$ cat src/hdl/sdrc_defines.svh
`ifndef SDRC_DEFINES_SVH
`define SDRC_DEFINES_SVH
// Register word offsets, compared with haddr[7:2].
`define SDRC_OFS_STATUS 6'h00
`define SDRC_OFS_CONFIG 6'h01
`define SDRC_OFS_ISTAT 6'h02
`define SDRC_OFS_IMASK 6'h03
// Status register fields.
`define SDRC_ST_LOW 0
`define SDRC_ST_HOLD 1
// Configuration register fields.
`define SDRC_CF_PWRD 0
`define SDRC_CF_RSTD 1
`define SDRC_CF_STOPEN 2
`define SDRC_CF_TRIP 3
`define SDRC_CF_SHORT_RECOVERY_SELECT 4
`define SDRC_CF_RESET 5'h00
// Event bits of the interrupt status and mask registers.
`define SDRC_EV_RECOV 0
`define SDRC_EV_LPEXIT 1
`define SDRC_EV_W 2
`define SDRC_EV_RESET 2'h0
// Stop recovery lengths in oscillator cycles.
`define SDRC_RECOV_LONG 4096
`define SDRC_RECOV_SHORT 32
// Cycles during which a fresh 5-V selection may still force a reset.
`define SDRC_TRIP_SETTLE 2'h3
`define SDRC_RESET_VECTOR 16'hfffe
`endif

$ cat src/hdl/sdrc_pkg.sv
package sdrc_pkg;
  typedef enum logic [1:0] {
    SDRC_RUN = 2'b00,
    SDRC_STOP = 2'b01,
    SDRC_RECOVER = 2'b10
  } sdrc_lp_t;
endpackage : sdrc_pkg

$ cat src/hdl/sdrc_top.sv
// Decided for this implementation: the register addresses and register access over AHB-Lite.
`timescale 1ns/100ps
`include "sdrc_defines.svh"
module sdrc_top #(
  parameter int unsigned RECOV_LONG = `SDRC_RECOV_LONG,
  parameter int unsigned RECOV_SHORT = `SDRC_RECOV_SHORT
) (
  input wire logic core_clk, // Bus and oscillator clock.
  input wire logic rst_b, // Power-on reset, synchronous.
  input wire logic hsel, // Slave select.
  input wire logic [31:0] haddr, // Byte address.
  input wire logic [1:0] htrans, // Transfer type.
  input wire logic hwrite, // Write when high.
  input wire logic [2:0] hsize, // Transfer size.
  input wire logic [31:0] hwdata, // Write data.
  input wire logic hready, // Bus ready.
  output logic hreadyout, // Slave ready.
  output logic hresp, // Always OKAY.
  output logic [31:0] hrdata, // Read data.
  input wire logic below_falling_raw, // Comparator: supply below falling level.
  input wire logic above_rising_raw, // Comparator: supply above rising level.
  input wire logic wait_mode, // Core is in wait mode.
  input wire logic stop_mode, // Stop instruction request.
  input wire logic ext_wake, // External interrupt wake pulse.
  input wire logic sys_reset_seen, // Any system reset is active.
  output logic range_5v_sel, // Comparator threshold select.
  output logic dropout_reset, // Reset request to the reset controller.
  output logic rst_pin_o, // Reset pin drive value.
  output logic rst_pin_oe, // Reset pin output enable.
  output logic lp_exit_reset, // Dropout reset ended wait (level while both last) or stop (pulse).
  output logic clk_inhibit, // System clocks held off.
  output logic vec_load, // Pulse: load program counter from vector.
  output logic [15:0] vec_addr, // Vector address to load.
  output logic irq // Level interrupt.
);
  localparam logic [11:0] LONG_LD = 12'(RECOV_LONG - 1);
  localparam logic [11:0] SHORT_LD = 12'(RECOV_SHORT - 1);

  logic [1:0] sync_a;
  logic [1:0] sync_b;
  logic below_s;
  logic above_s;
  logic cfg_pwrd;
  logic cfg_rstd;
  logic cfg_stop_en;
  logic cfg_short_recovery_select;
  logic low_flag;
  logic [1:0] trip_pend;
  logic [`SDRC_EV_W-1:0] istat;
  logic [`SDRC_EV_W-1:0] imask;
  logic [`SDRC_EV_W-1:0] ev;
  logic [11:0] rec_cnt;
  logic ap_valid;
  logic ap_write;
  logic [5:0] ap_idx;
  logic wr_cfg;
  logic mon_active;
  logic trip_force;
  logic stop_exit_rst;
  sdrc_pkg::sdrc_lp_t state;
  sdrc_pkg::sdrc_lp_t next_state;

  // The comparator switches at its own pace, so a raw edge may land inside the
  // setup window of the first flop; only the second flop is ever read.
  // Two-stage synchroniser.
  for (genvar i = 0; i < 2; i++) begin : g_sync
    always_ff @(posedge core_clk) begin
      if (!rst_b) begin
        sync_a[i] <= 1'b0;
        sync_b[i] <= 1'b0;
      end else begin
        sync_a[i] <= (i == 0) ? below_falling_raw : above_rising_raw;
        sync_b[i] <= sync_a[i];
      end
    end
  end
  assign below_s = sync_b[0];
  assign above_s = sync_b[1];

  assign mon_active = !cfg_pwrd && (state != sdrc_pkg::SDRC_STOP || cfg_stop_en);
  assign trip_force = (trip_pend != 2'h0) && !above_s;

  // Zero-wait slave: address phase captured, write applied in data phase.
  always_ff @(posedge core_clk) begin
    if (!rst_b) begin
      ap_valid <= 1'b0;
      ap_write <= 1'b0;
      ap_idx <= 6'h00;
    end else if (hready) begin
      ap_valid <= hsel && htrans[1];
      ap_write <= hwrite;
      ap_idx <= haddr[7:2];
    end
  end
  assign wr_cfg = ap_valid && ap_write && ap_idx == `SDRC_OFS_CONFIG;

  // Read data is loaded at the address phase so it stands through the data phase.
  always_ff @(posedge core_clk) begin
    if (!rst_b) begin
      hreadyout <= 1'b1;
      hresp <= 1'b0;
      hrdata <= 32'h0000_0000;
    end else begin
      hreadyout <= 1'b1;
      hresp <= 1'b0;
      hrdata <= 32'h0000_0000;
      if (hsel && hready && htrans[1] && !hwrite) begin
        unique case (haddr[7:2])
          `SDRC_OFS_STATUS: hrdata <= {30'h0, dropout_reset, low_flag};
          `SDRC_OFS_CONFIG: hrdata <= {27'h0, cfg_short_recovery_select, range_5v_sel, cfg_stop_en,
                                       cfg_rstd, cfg_pwrd};
          `SDRC_OFS_ISTAT: hrdata <= {30'h0, istat};
          `SDRC_OFS_IMASK: hrdata <= {30'h0, imask};
          default: hrdata <= 32'h0000_0000;
        endcase
      end
    end
  end

  always_ff @(posedge core_clk) begin
    if (!rst_b) begin
      cfg_pwrd <= 1'b0;
      cfg_rstd <= 1'b0;
      cfg_stop_en <= 1'b0;
      range_5v_sel <= 1'b0;
      cfg_short_recovery_select <= 1'b0;
    end else if (wr_cfg) begin
      cfg_pwrd <= hwdata[`SDRC_CF_PWRD];
      cfg_rstd <= hwdata[`SDRC_CF_RSTD];
      cfg_stop_en <= hwdata[`SDRC_CF_STOPEN];
      range_5v_sel <= hwdata[`SDRC_CF_TRIP];
      cfg_short_recovery_select <= hwdata[`SDRC_CF_SHORT_RECOVERY_SELECT];
    end
  end

  // The comparator needs the sync delay to see the new threshold, so a
  // fresh 5-V choice watches the rising result for a few cycles.
  // Three cycles is the least that works: two synchroniser edges, then the decision.
  always_ff @(posedge core_clk) begin
    if (!rst_b) begin
      trip_pend <= 2'h0;
    end else if (wr_cfg && hwdata[`SDRC_CF_TRIP] && !range_5v_sel) begin
      trip_pend <= `SDRC_TRIP_SETTLE;
    end else if (trip_pend != 2'h0) begin
      trip_pend <= trip_pend - 2'h1;
    end
  end

  // A disabled monitor lets go of its reset, since its comparator no
  // longer counts.
  always_ff @(posedge core_clk) begin
    if (!rst_b) begin
      dropout_reset <= 1'b0;
      rst_pin_oe <= 1'b0;
      rst_pin_o <= 1'b0;
    end else begin
      rst_pin_o <= 1'b0;
      if (mon_active && !cfg_rstd && (below_s || trip_force)) begin
        dropout_reset <= 1'b1;
        rst_pin_oe <= 1'b1;
      end else if (above_s || !mon_active) begin
        dropout_reset <= 1'b0;
        rst_pin_oe <= 1'b0;
      end
    end
  end

  always_ff @(posedge core_clk) begin
    if (!rst_b) begin
      low_flag <= 1'b0;
    end else if (mon_active && below_s) begin
      low_flag <= 1'b1;
    end else if (sys_reset_seen || (mon_active && above_s)) begin
      low_flag <= 1'b0;
    end
  end

  assign stop_exit_rst = state == sdrc_pkg::SDRC_STOP && dropout_reset;

  always_comb begin
    next_state = state;
    unique case (state)
      sdrc_pkg::SDRC_RUN: if (stop_mode) next_state = sdrc_pkg::SDRC_STOP;
      sdrc_pkg::SDRC_STOP: if (dropout_reset || ext_wake) next_state = sdrc_pkg::SDRC_RECOVER;
      sdrc_pkg::SDRC_RECOVER: if (rec_cnt == 12'h000) next_state = sdrc_pkg::SDRC_RUN;
      default: next_state = sdrc_pkg::SDRC_RUN;
    endcase
  end

  always_ff @(posedge core_clk) begin
    if (!rst_b) begin
      state <= sdrc_pkg::SDRC_RUN;
      rec_cnt <= 12'h000;
      clk_inhibit <= 1'b0;
    end else begin
      state <= next_state;
      clk_inhibit <= next_state != sdrc_pkg::SDRC_RUN;
      if (state == sdrc_pkg::SDRC_STOP) begin
        rec_cnt <= cfg_short_recovery_select ? SHORT_LD : LONG_LD;
      end else if (rec_cnt != 12'h000) begin
        rec_cnt <= rec_cnt - 12'h001;
      end
    end
  end

  always_ff @(posedge core_clk) begin
    if (!rst_b) begin
      vec_load <= 1'b0;
      vec_addr <= `SDRC_RESET_VECTOR;
      lp_exit_reset <= 1'b0;
    end else begin
      vec_load <= stop_exit_rst;
      vec_addr <= `SDRC_RESET_VECTOR;
      lp_exit_reset <= stop_exit_rst || (wait_mode && dropout_reset);
    end
  end

  assign ev[`SDRC_EV_RECOV] = state == sdrc_pkg::SDRC_RECOVER && rec_cnt == 12'h000;
  assign ev[`SDRC_EV_LPEXIT] = stop_exit_rst || (wait_mode && dropout_reset);

  // A new event beats a clearing write in the same cycle.
  always_ff @(posedge core_clk) begin
    if (!rst_b) begin
      istat <= `SDRC_EV_RESET;
      imask <= `SDRC_EV_RESET;
      irq <= 1'b0;
    end else begin
      if (ap_valid && ap_write && ap_idx == `SDRC_OFS_ISTAT) begin
        istat <= (istat & ~hwdata[`SDRC_EV_W-1:0]) | ev;
      end else begin
        istat <= istat | ev;
      end
      if (ap_valid && ap_write && ap_idx == `SDRC_OFS_IMASK) begin
        imask <= hwdata[`SDRC_EV_W-1:0];
      end
      irq <= |(istat & imask);
    end
  end

  // Helper logic for the recovery length check.
  logic [12:0] rec_cycles;
  logic [12:0] rec_target;
  always_ff @(posedge core_clk) begin
    if (!rst_b) begin
      rec_cycles <= 13'h0000;
      rec_target <= 13'h0000;
    end else begin
      rec_cycles <= (state == sdrc_pkg::SDRC_RECOVER) ? rec_cycles + 13'h0001 : 13'h0000;
      if (state == sdrc_pkg::SDRC_STOP) begin
        rec_target <= cfg_short_recovery_select ? 13'(RECOV_SHORT) : 13'(RECOV_LONG);
      end
    end
  end
endmodule : sdrc_top

$ cat config.mk
export PLATFORM = sky130hd
export DESIGN_NAME = sdrc_top
export DESIGN_NICKNAME = d
export VERILOG_FILES = /design/src/hdl/sdrc_pkg.sv /design/src/hdl/sdrc_top.sv
export VERILOG_INCLUDE_DIRS = /design/src /design/src/hdl
export SDC_FILE = /design/constraint.sdc
export NUM_CORES = 1
export LEC_CHECK = 0
export BUFFER_PORTS_ARGS = -buffer_cell sky130_fd_sc_hd__buf_2
export CAP_MARGIN = 20
export CORE_MARGIN = 4
export CORE_UTILIZATION = 44
export DETAILED_ROUTE_END_ITERATION = 6
export GPL_TIMING_DRIVEN = 0
export PLACE_DENSITY = 0.8
export SLEW_MARGIN = 20
export SYNTH_ARGS = -nofsm -noshare
export SYNTH_HDL_FRONTEND = slang
export SYNTH_SLANG_ARGS = --single-unit
$ cat constraint.sdc
create_clock -name core_clk -period 3 [get_ports core_clk]
set_clock_uncertainty 0.05 [all_clocks]
set_input_delay 0.15 -clock core_clk [delete_from_list [all_inputs] [get_ports core_clk]]
set_output_delay 0.15 -clock core_clk [all_outputs]
set_load 0.02 [all_outputs]
## Word level (Yosys, flattened, before mapping)

Index checks and enable logic that the tools add are counted.

| storage, ports and cells | value |
|---|---|
| flip-flop bits (word level) | 75 |
| input bits | 80 |
| output and inout port bits | 58 |
| logic and storage cells | 98 |

| operators by class | value |
|---|---|
| add/subtract/negate cells | 2 |
| equal/unequal tests | 9 |
| mux-type cells | 15 |
| bitwise logic cells | 5 |
| reductions and logical operators | 43 |

Operator list:

| operator | count |
|---|---|
| 2-to-1 mux 12 bit | 3 |
| equality test 6 x 2 -> 1 bit, second input constant | 4 |
| case mux 5 bit (4 select lines) | 1 |
| logical AND 1 bit | 19 |
| equality test 6 x 1 -> 1 bit, second input constant | 2 |
| logical NOT 12 bit | 1 |
| 2-to-1 mux 2 bit | 6 |
| nonzero test 12 bit | 1 |
| nonzero test 2 bit | 6 |
| subtractor 12 x 1 -> 12 bit, second input constant | 1 |
| logical NOT 1 bit | 6 |
| logical NOT 6 bit | 1 |
| logical OR 1 bit | 6 |
| case mux 2 bit (3 select lines) | 1 |
| bitwise AND 2 bit | 2 |
| 2-to-1 mux 1 bit | 4 |
| bitwise OR 2 bit | 2 |
| equality test 2 x 1 -> 1 bit, second input constant | 1 |
| equality test 2 bit, second input constant | 1 |
| logical NOT 2 bit | 1 |
| != test 2 x 1 -> 1 bit, second input constant | 1 |
| inverter 2 bit | 1 |
| AND reduction 2 bit | 1 |
| OR reduction 2 bit | 1 |
| subtractor 2 x 1 -> 2 bit, second input constant | 1 |

## Depth between registers and ports, before layout

Gate-level depths: netlist of the first run.

| logic depth | value |
|---|---|
| depth in word-level cells | 7 |
| mapped depth | 7 |

## Least setup slack after synthesis of the first run

No wires, ideal clock.

| path | value |
|---|---|
| kind | reg-to-reg |
| from | reg rec_cnt[0] |
| to | reg rec_cnt[1] |
| library setup time | 0.070 ns |
| arrival time | 1.964 ns |
| path slack | 0.915 ns |
| cell stages (with the launch flop) | 8 |
| path buffers | 1 |
| period minus slack after synthesis | 2.085 ns |
| cell sequence | dfxtp_1 inv_1 ha_1 or4b_1 buf_6 nor4_4 mux2_2 a21oi_1 |

| on the way | value |
|---|---|
| cells in the longest elaborated chain, start to end | 3 |
| elaborated cells on any way between the ends | 5 |
| those cells by class | add/sub (1); mux (2); reduce/logical (2) |

RTL lines:

| what | RTL line | text |
|---|---|---|
| start: declaration | sdrc_top.sv:52 | `logic [11:0] rec_cnt;` |
| start signal: assignment | sdrc_top.sv:199 | `rec_cnt <= cfg_short_recovery_select ? SHORT_LD : LONG_LD;` |
| start signal: assignment | sdrc_top.sv:201 | `rec_cnt <= rec_cnt - 12'h001;` |
| subtractor 12 x 1 -> 12 bit | sdrc_top.sv:201 |  |
| 2-to-1 mux 12 bit | sdrc_top.sv:200 | `end else if (rec_cnt != 12'h000) begin` |
| 2-to-1 mux 12 bit | sdrc_top.sv:198 | `if (state == sdrc_pkg::SDRC_STOP) begin` |

Several ways; a longest one is shown, not always the timed one. The select of a mux whose other input is x is not followed.
A chain may end at the register's enable or synchronous reset.

## Final worst setup path of the first run

Ends and elaborated chain as after synthesis.

==> results.sh, run 1 <==
export IMPL_ys_seq_area_share_pct=40.2
export IMPL_min_path_type="input pin to register"
export IMPL_holdPathEnd="sync_a[0]"
export IMPL_maxCapViolations=0
export IMPL_die_h_um=81.7
export IMPL_firstDrtPassIters=4
export IMPL_cp_max_fo=9
export IMPL_synthTopCellsByArea="dfxtp_1 40%, buf_4 15%, mux2i_1 6.7%"
export IMPL_tns_ps=0
export IMPL_grt_max_degree=14
export IMPL_p_sw_share_pct=34.8
export IMPL_clock_latency_ps=290
export IMPL_ctsHtreeMaxLevel=2
export IMPL_max_slew_worst_pin_slew_ps=578
export IMPL_synthSimpleGateAreaFrac_pct=17.0
export IMPL_finalPower_mw=1.89
export IMPL_rows=26
export IMPL_holdPathStages=2
export IMPL_io_pins=138
export IMPL_coreArea_um2=5170
export IMPL_grtUsageTotal_pct=14.6
export IMPL_via_per_inst=4.58
export IMPL_crit_path_start="rec_cnt[0]"
export IMPL_worstPathCellList="inv_1 -> ha_1 -> or4b_1 -> buf_6 -> nor4_4 -> mux2_2 -> a21oi_1"
export IMPL_yosys_warnings=0
export IMPL_dpl_hpwl_um=3770
export IMPL_drive_above_1_share_pct=28.7
export IMPL_die_w_um=81.7
export IMPL_path_class="register to register"
export IMPL_vias=1882
export IMPL_pwr_share_clk_pct=20.5
export IMPL_slew_headroom_pct=61.4
export IMPL_r2r_end="rec_cnt[1]"
export IMPL_final_cells=411
export IMPL_synth_fa_ha_area_share_pct=1.05
export IMPL_syn2layout_area_growth_pct=21.2
export IMPL_worstHoldStart="below_falling_raw"
export IMPL_post_cts_setup_buffers=0
export IMPL_async_flop_share_pct=0
export IMPL_power_switching_mw=0.657
export IMPL_slowest_delay_ps=460
export IMPL_critPathArrivalTime_ps=2440
export IMPL_finalHoldViolations=0
export IMPL_clk_path_buf_depth=2
export IMPL_ctsResizeCount=0
export IMPL_intPower_mw=1.23
export IMPL_wirelength_um=4780
export IMPL_synth_edf_count=0
export IMPL_synth_xor_area_share_pct=2.20
export IMPL_nets=422
export IMPL_synth_most_common_cell="dfxtp_1"
export IMPL_antenna_found_initial=0
export IMPL_avgSynthCellArea_um2=9.34
export IMPL_crit_path_end_kind="register"
export IMPL_cts_sinks=48
export IMPL_synth_top_family_by_area="buffers and inverters"
export IMPL_drt_first_iter_violations=94
export IMPL_placed_cells=403
export IMPL_postRouteAntennaNets=0
export IMPL_rsz0062_at_grt="false"
export IMPL_worstRegToRegCells=7
export IMPL_power_leakage_nw=1.40
export IMPL_grt_pass1_vias=1817
export IMPL_yosys_area_top_type="dfxtp_1"
export IMPL_insertedDiodeCount=0
export IMPL_clk_pin_slew_ps=80
export IMPL_fin_crit_sh_pct=75.5
export IMPL_synth_cell_type_count=49
export IMPL_cts_made_buffers=5
export IMPL_post_route_min_period_ps=2260
export IMPL_wire_per_inst_um=11.6
export IMPL_p_per_area_nw_per_um2=651
export IMPL_synthCells=256
export IMPL_tritoncts="done"
export IMPL_fmax_mhz=442
export IMPL_netlist_area_um2=2390
export IMPL_cp_required_ps=3170
export IMPL_globalRouteOverflowTotal=0
export IMPL_finalCoreUtilization_pct=56.1
export IMPL_slowest_stage="or4b_1"
export IMPL_final_setup_viol_count=0
export IMPL_status="finished, final reports clean"
export IMPL_place_ws_ps=747
export IMPL_comb_power_share_pct=35.8
export IMPL_drv_slew=0
export IMPL_regToRegSetupSlack_ps=740
export IMPL_cp_start_kind="register"
export IMPL_setup_ws_ps=735
export IMPL_port_buffers=33
export IMPL_remaining_drc_errors=0
export IMPL_synth_flop_cell="dfxtp_1"
export IMPL_grt_pass1_wl_um=7720
export IMPL_clock_tree_root_cell="clkbuf_8"
export IMPL_synth_top_area_share_pct=40.2
export IMPL_peakVddDrop_mv=0.482
export IMPL_holdBufCountCts=0
export IMPL_r2r_start="rec_cnt[0]"
export IMPL_synth_seq_cells=48
export IMPL_dieArea_um2=6680
export IMPL_globalplace_congestion=0.843
export IMPL_synth_area_mux_share_pct=9.05
export IMPL_synth_common_cells="48 x dfxtp_1, 47 x buf_4, 24 x nor2_1"
export IMPL_start_util_pct=46.3
export IMPL_synth_compound_area_share_pct=12.1
export IMPL_pwr_share_seq_pct=43.7
-- flip-flops by register name (all words and copies together), names as in the netlist --
register                   count
irq                            1
state                          2
trip_pend                      2
above_s                        1
ap_idx                         6
imask                          2
clk_inhibit                    1
cfg_stop_en                    1
rec_cnt                       12
lp_exit_reset                  1
istat                          2
ap_valid                       1
cfg_short_recovery_select      1
vec_load                       1
ap_write                       1
sync_a                         2
rst_pin_oe                     1
cfg_rstd                       1
below_s                        1
cfg_pwrd                       1
hrdata                         5
low_flag                       1
range_5v_sel                   1
-- worst max-delay path: cells and delay by family (launching register included) --
| kind | cells | cell delay [ps] |
|---|---|---|
| flip-flops | 1 | 340 |
| AND/OR/NAND/NOR | 2 | 850 |
| AO/OA/AOI/OAI | 1 | 130 |
| multiplexers | 1 | 380 |
| adder cells (fa/ha/maj) | 1 | 200 |
| buffers and inverters | 2 | 250 |
-- power groups by stage --
stage                     Combinational [mW]  Sequential [mW]  Clock [mW]
after CTS                              0.673            0.824       0.391
after global routing                   0.746            0.841       0.415
after detailed placement               0.669            0.840           0
after floorplan                        0.552            0.822           0
final                                  0.676            0.825       0.387
after global placement                 0.648            0.832           0
-- how the worst max path moves through the flow --
| stage | end | slack [ps] |
|---|---|---|
| after floorplan | rec_cnt[1] | 920 |
| after detailed placement | rec_cnt[1] | 750 |
| final | rec_cnt[1] | 740 |
| after global routing | rec_cnt[1] | 610 |
| after global placement | rec_cnt[1] | 790 |
| after CTS | rec_cnt[1] | 720 |
-- layout make-up --
| type | count | area, µm² |
|---|---|---|
| Buffer | 55 | 392 |
| Clock buffer | 8 | 90.1 |
| Fill cell | 481 | 2270 |
| Inverter | 11 | 41.3 |
| Multi-Input combinational cell | 186 | 1160 |
| Sequential cell | 48 | 961 |
| Tap cell | 70 | 87.6 |
| Timing Repair Buffer | 33 | 165 |
-- placed cells by master, fill, tap and decap left out, types with 2 or more instances in the layout --
cell type  instances
conb_1            46
clkbuf_1           8
dfxtp_1           48
buf_4             47
nand2_1            3
mux4_2             2
clkbuf_8           6
xnor2_1            3
and2_1             7
o21ai_0            7
inv_1             11
nor4_1             3
a21oi_1           14
or2_2              2
a21o_1             2
nor3_1             6
nand4_1            4
nand2b_1           3
o21a_1             5
mux2i_1           16
nor2_1            24
nand3_1            2
or4_1              2
xor2_1             3
ha_1               2
o41ai_1            3
buf_2             34
o21bai_1           2
nor2b_1            4
nor3b_1            2
-- metrics by stage --
stage | area [µm²] | hold slack [ps]
after floorplan | 2560 | 227
after global placement | 2810 | 307
after detailed placement | 2810 | 310
after CTS | 2900 | 8.87
after global routing | 2900 | 24.6
final | 2900 | 12.7
-- layer usage --
metal	global-route usage (%)	routed length [µm]
met1	16.2	1900
met2	28.0	2500
met3	2.41	292
met4	4.32	88
met5	0	0
-- logic make-up after synthesis --
kind of cell,count (synthesis)
and+or+nand+nor,71
other,2
adders and majority gates,2
muxes,19
xor gates and xnor gates,6
AOI/OAI and AO/OA,42
buffers and inverters,66
DFF,48
(Power assumes the default switching activity.)
==> inputs of run 2 (changes only) <==
--- a/config.mk
+++ b/config.mk
@@ -6,6 +6,7 @@
 export SDC_FILE = /design/constraint.sdc
 export NUM_CORES = 1
 export LEC_CHECK = 0
+export ABC_AREA = 1
 export BUFFER_PORTS_ARGS = -buffer_cell sky130_fd_sc_hd__buf_2
 export CAP_MARGIN = 20
 export CORE_MARGIN = 4
==> constraint.sdc (replaced) <==
create_clock -name core_clk -period 2.1 [get_ports core_clk]
set_clock_uncertainty 0.05 [all_clocks]
set_input_delay 0.105 -clock core_clk [delete_from_list [all_inputs] [get_ports core_clk]]
set_output_delay 0.105 -clock core_clk [all_outputs]
set_load 0.02 [all_outputs]
==> run 2 against run 1 <==
  * Global-route usage up 1.9 points
  * Via count up 17%
  * Power up 47%
  * Highest routed layer unchanged
==> results.sh, run 2 <==
export IMPL_drt_first_iter_violations=125
export IMPL_clock_latency_ps=310
export IMPL_hold_ws_ps=3.33
export IMPL_antenna_found_initial=0
export IMPL_finalPower_mw=2.77
export IMPL_die_w_um=82.9
export IMPL_place_ws_ps=629
export IMPL_synthCells=328
export IMPL_grtUsageTotal_pct=16.5
export IMPL_tns_ps=0
export IMPL_p_per_area_nw_per_um2=910
export IMPL_vias=2198
export IMPL_postRouteAntennaNets=0
export IMPL_clock_tree_root_cell="clkbuf_8"
export IMPL_slew_headroom_pct=63.9
export IMPL_finalHoldViolations=0
export IMPL_min_path_type="input pin to register"
export IMPL_synth_cell_type_count=31
export IMPL_die_h_um=82.9
export IMPL_top_regs="rec_cnt (12), ap_idx (6), hrdata (5)"
export IMPL_synth_fa_ha_area_share_pct=1.01
export IMPL_port_buffers=34
export IMPL_cp_start_kind="register"
export IMPL_firstDrtPassIters=4
export IMPL_crit_path_end_kind="register"
export IMPL_intPower_mw=1.74
export IMPL_cp_max_fo=6
export IMPL_regArea_um2=961
export IMPL_fmax_mhz=672
export IMPL_clk_pin_slew_ps=100
export IMPL_maxCapViolations=0
export IMPL_async_flop_share_pct=0
export IMPL_synth_area_mux_share_pct=0
export IMPL_drive_above_1_share_pct=28.0
export IMPL_via_per_inst=4.50
export IMPL_globalplace_congestion=0.849
export IMPL_ctsHtreeMaxLevel=2
export IMPL_setup_ws_ps=613
export IMPL_insertedDiodeCount=0
export IMPL_critPathArrivalTime_ps=1640
export IMPL_ys_seq_area_share_pct=39.0
export IMPL_power_leakage_nw=1.50
export IMPL_grt_max_degree=17
export IMPL_syn2layout_area_growth_pct=23.4
export IMPL_cp_required_ps=2250
export IMPL_cts_sinks=48
export IMPL_rows=26
export IMPL_synth_top_family_by_area="simple AND/OR/NAND/NOR gates"
export IMPL_max_slew_worst_pin_slew_ps=542
export IMPL_multi_input_area_um2=1130
export IMPL_wirelength_um=5500
export IMPL_synth_flop_cell="dfxtp_1"
export IMPL_remaining_drc_errors=0
export IMPL_nets=499
export IMPL_netlist_area_um2=2470
export IMPL_synth_compound_area_share_pct=13.7
export IMPL_final_cell_mix="48 x dfxtp_1, 47 x buf_4, 46 x conb_1"
export IMPL_fin_crit_sh_pct=70.8
export IMPL_dieArea_um2=6870
export IMPL_final_cells=488
export IMPL_post_route_min_period_ps=1490
export IMPL_yosys_area_top_type="dfxtp_1"
export IMPL_status="finished, final reports clean"
export IMPL_synth_edf_count=0
export IMPL_rsz0062_at_grt="false"
export IMPL_synth_seq_cells=48
export IMPL_globalRouteOverflowTotal=0
export IMPL_avgSynthCellArea_um2=7.52
export IMPL_synth_top_area_share_pct=39.0
export IMPL_synth_common_cells="48 x dfxtp_1, 47 x buf_4, 38 x inv_1"
export IMPL_coreArea_um2=5270
export IMPL_tritoncts="done"
export IMPL_comb_power_share_pct=34.2
export IMPL_dpl_hpwl_um=4220
export IMPL_p_sw_share_pct=37.1
export IMPL_final_setup_viol_count=0
export IMPL_cts_made_buffers=5
export IMPL_power_switching_mw=1.03
export IMPL_placed_cells=476
export IMPL_pwr_share_seq_pct=40.8
export IMPL_final_common_cell="dfxtp_1"
export IMPL_yosys_warnings=0
export IMPL_synthSimpleGateAreaFrac_pct=23.6
export IMPL_largest_reg_flops=12
export IMPL_path_class="register to register"
export IMPL_post_cts_setup_buffers=0
export IMPL_fillCellCount=502
export IMPL_clk_path_buf_depth=2
export IMPL_peakVddDrop_mv=0.544
export IMPL_top_register="rec_cnt"
export IMPL_grt_pass1_wl_um=9600
export IMPL_synthTopCellsByArea="dfxtp_1 39%, buf_4 14%, a21oi_1 6.3%"
export IMPL_synth_most_common_cell="dfxtp_1"
export IMPL_pwr_share_clk_pct=25.0
export IMPL_synth_xor_area_share_pct=0.355
export IMPL_io_pins=138
export IMPL_grt_pass1_vias=2101
export IMPL_drv_slew=0
export IMPL_start_util_pct=46.8
export IMPL_wire_per_inst_um=11.3
==> run 2: worst paths after layout <==
check                                 from            to  slack [ps]  depth (start not counted)
worst max-delay path            rec_cnt[0]    rec_cnt[6]         610                          7
worst min-delay path             hwdata[3]  range_5v_sel           3                          3
worst max register to register  rec_cnt[0]    rec_cnt[6]         610                          7
worst min register to register   sync_a[0]       below_s         370                          2
==> run 2: critical path: stages (launching register included) <==
cell	delay (ps)
dfxtp_1	330
inv_1	90
ha_1	230
nand3_4	150
nor2_8	190
nand3_4	100
nand2_2	170
a21oi_1	60
==> run 2: area by class of cell <==
cell class,instances,share of cell area (%)
Clock buffer,5,2.26
Inverter,46,5.67
Tap cell,70,2.88
Clock inverter,3,1.52
Buffer,51,12.1
Multi-Input combinational cell,227,37.1
Sequential cell,48,31.6
Timing Repair Buffer,38,6.91
==> run 2: timing repair <==
action | in CTS | in global routing
hold endpoints to repair | 4 | 0
gates resized for setup | 0 | 0
hold buffers | 4 | 0
==> run 2: power by group through the flow <==
| stage | clock [mW] | sequential (mW) | combinational [mW] |
|---|---|---|---|
| 2_1_floorplan | 0 | 1.14 | 0.757 |
| 3_3_place_gp | 0 | 1.15 | 0.891 |
| 3_5_place_dp | 0 | 1.15 | 0.928 |
| 4_1_cts | 0.696 | 1.13 | 0.942 |
| 5_1_grt | 0.739 | 1.14 | 1.07 |
| 6_report | 0.693 | 1.13 | 0.949 |
==> run 2: stage by stage <==
| stage | cell area [µm²] | util, % |
|---|---|---|
| after global routing | 3040 | 57.8 |
| after CTS | 3040 | 57.8 |
| after global placement | 2890 | 54.8 |
| final | 3040 | 57.8 |
| after floorplan | 2630 | - |
| after detailed placement | 2890 | 54.8 |
==> run 2: per-layer routing <==
layer  up-vias  GRT usage, %  part of all wire [%]
met5         -             0                     0
met3         8          4.06                   5.2
met1       992          18.9                    40
met4         0          4.75                   1.4
met2        59          30.1                    53
li1       1139             -                     -
==> run 2: cells by family after synthesis <==
| kind of cell | after synthesis |
|---|---|
| compound gates | 65 |
| xor+xnor | 1 |
| fa+ha+maj | 2 |
| buf+inv | 97 |
| flops | 48 |
| other cells | 2 |
| simple gates | 113 |
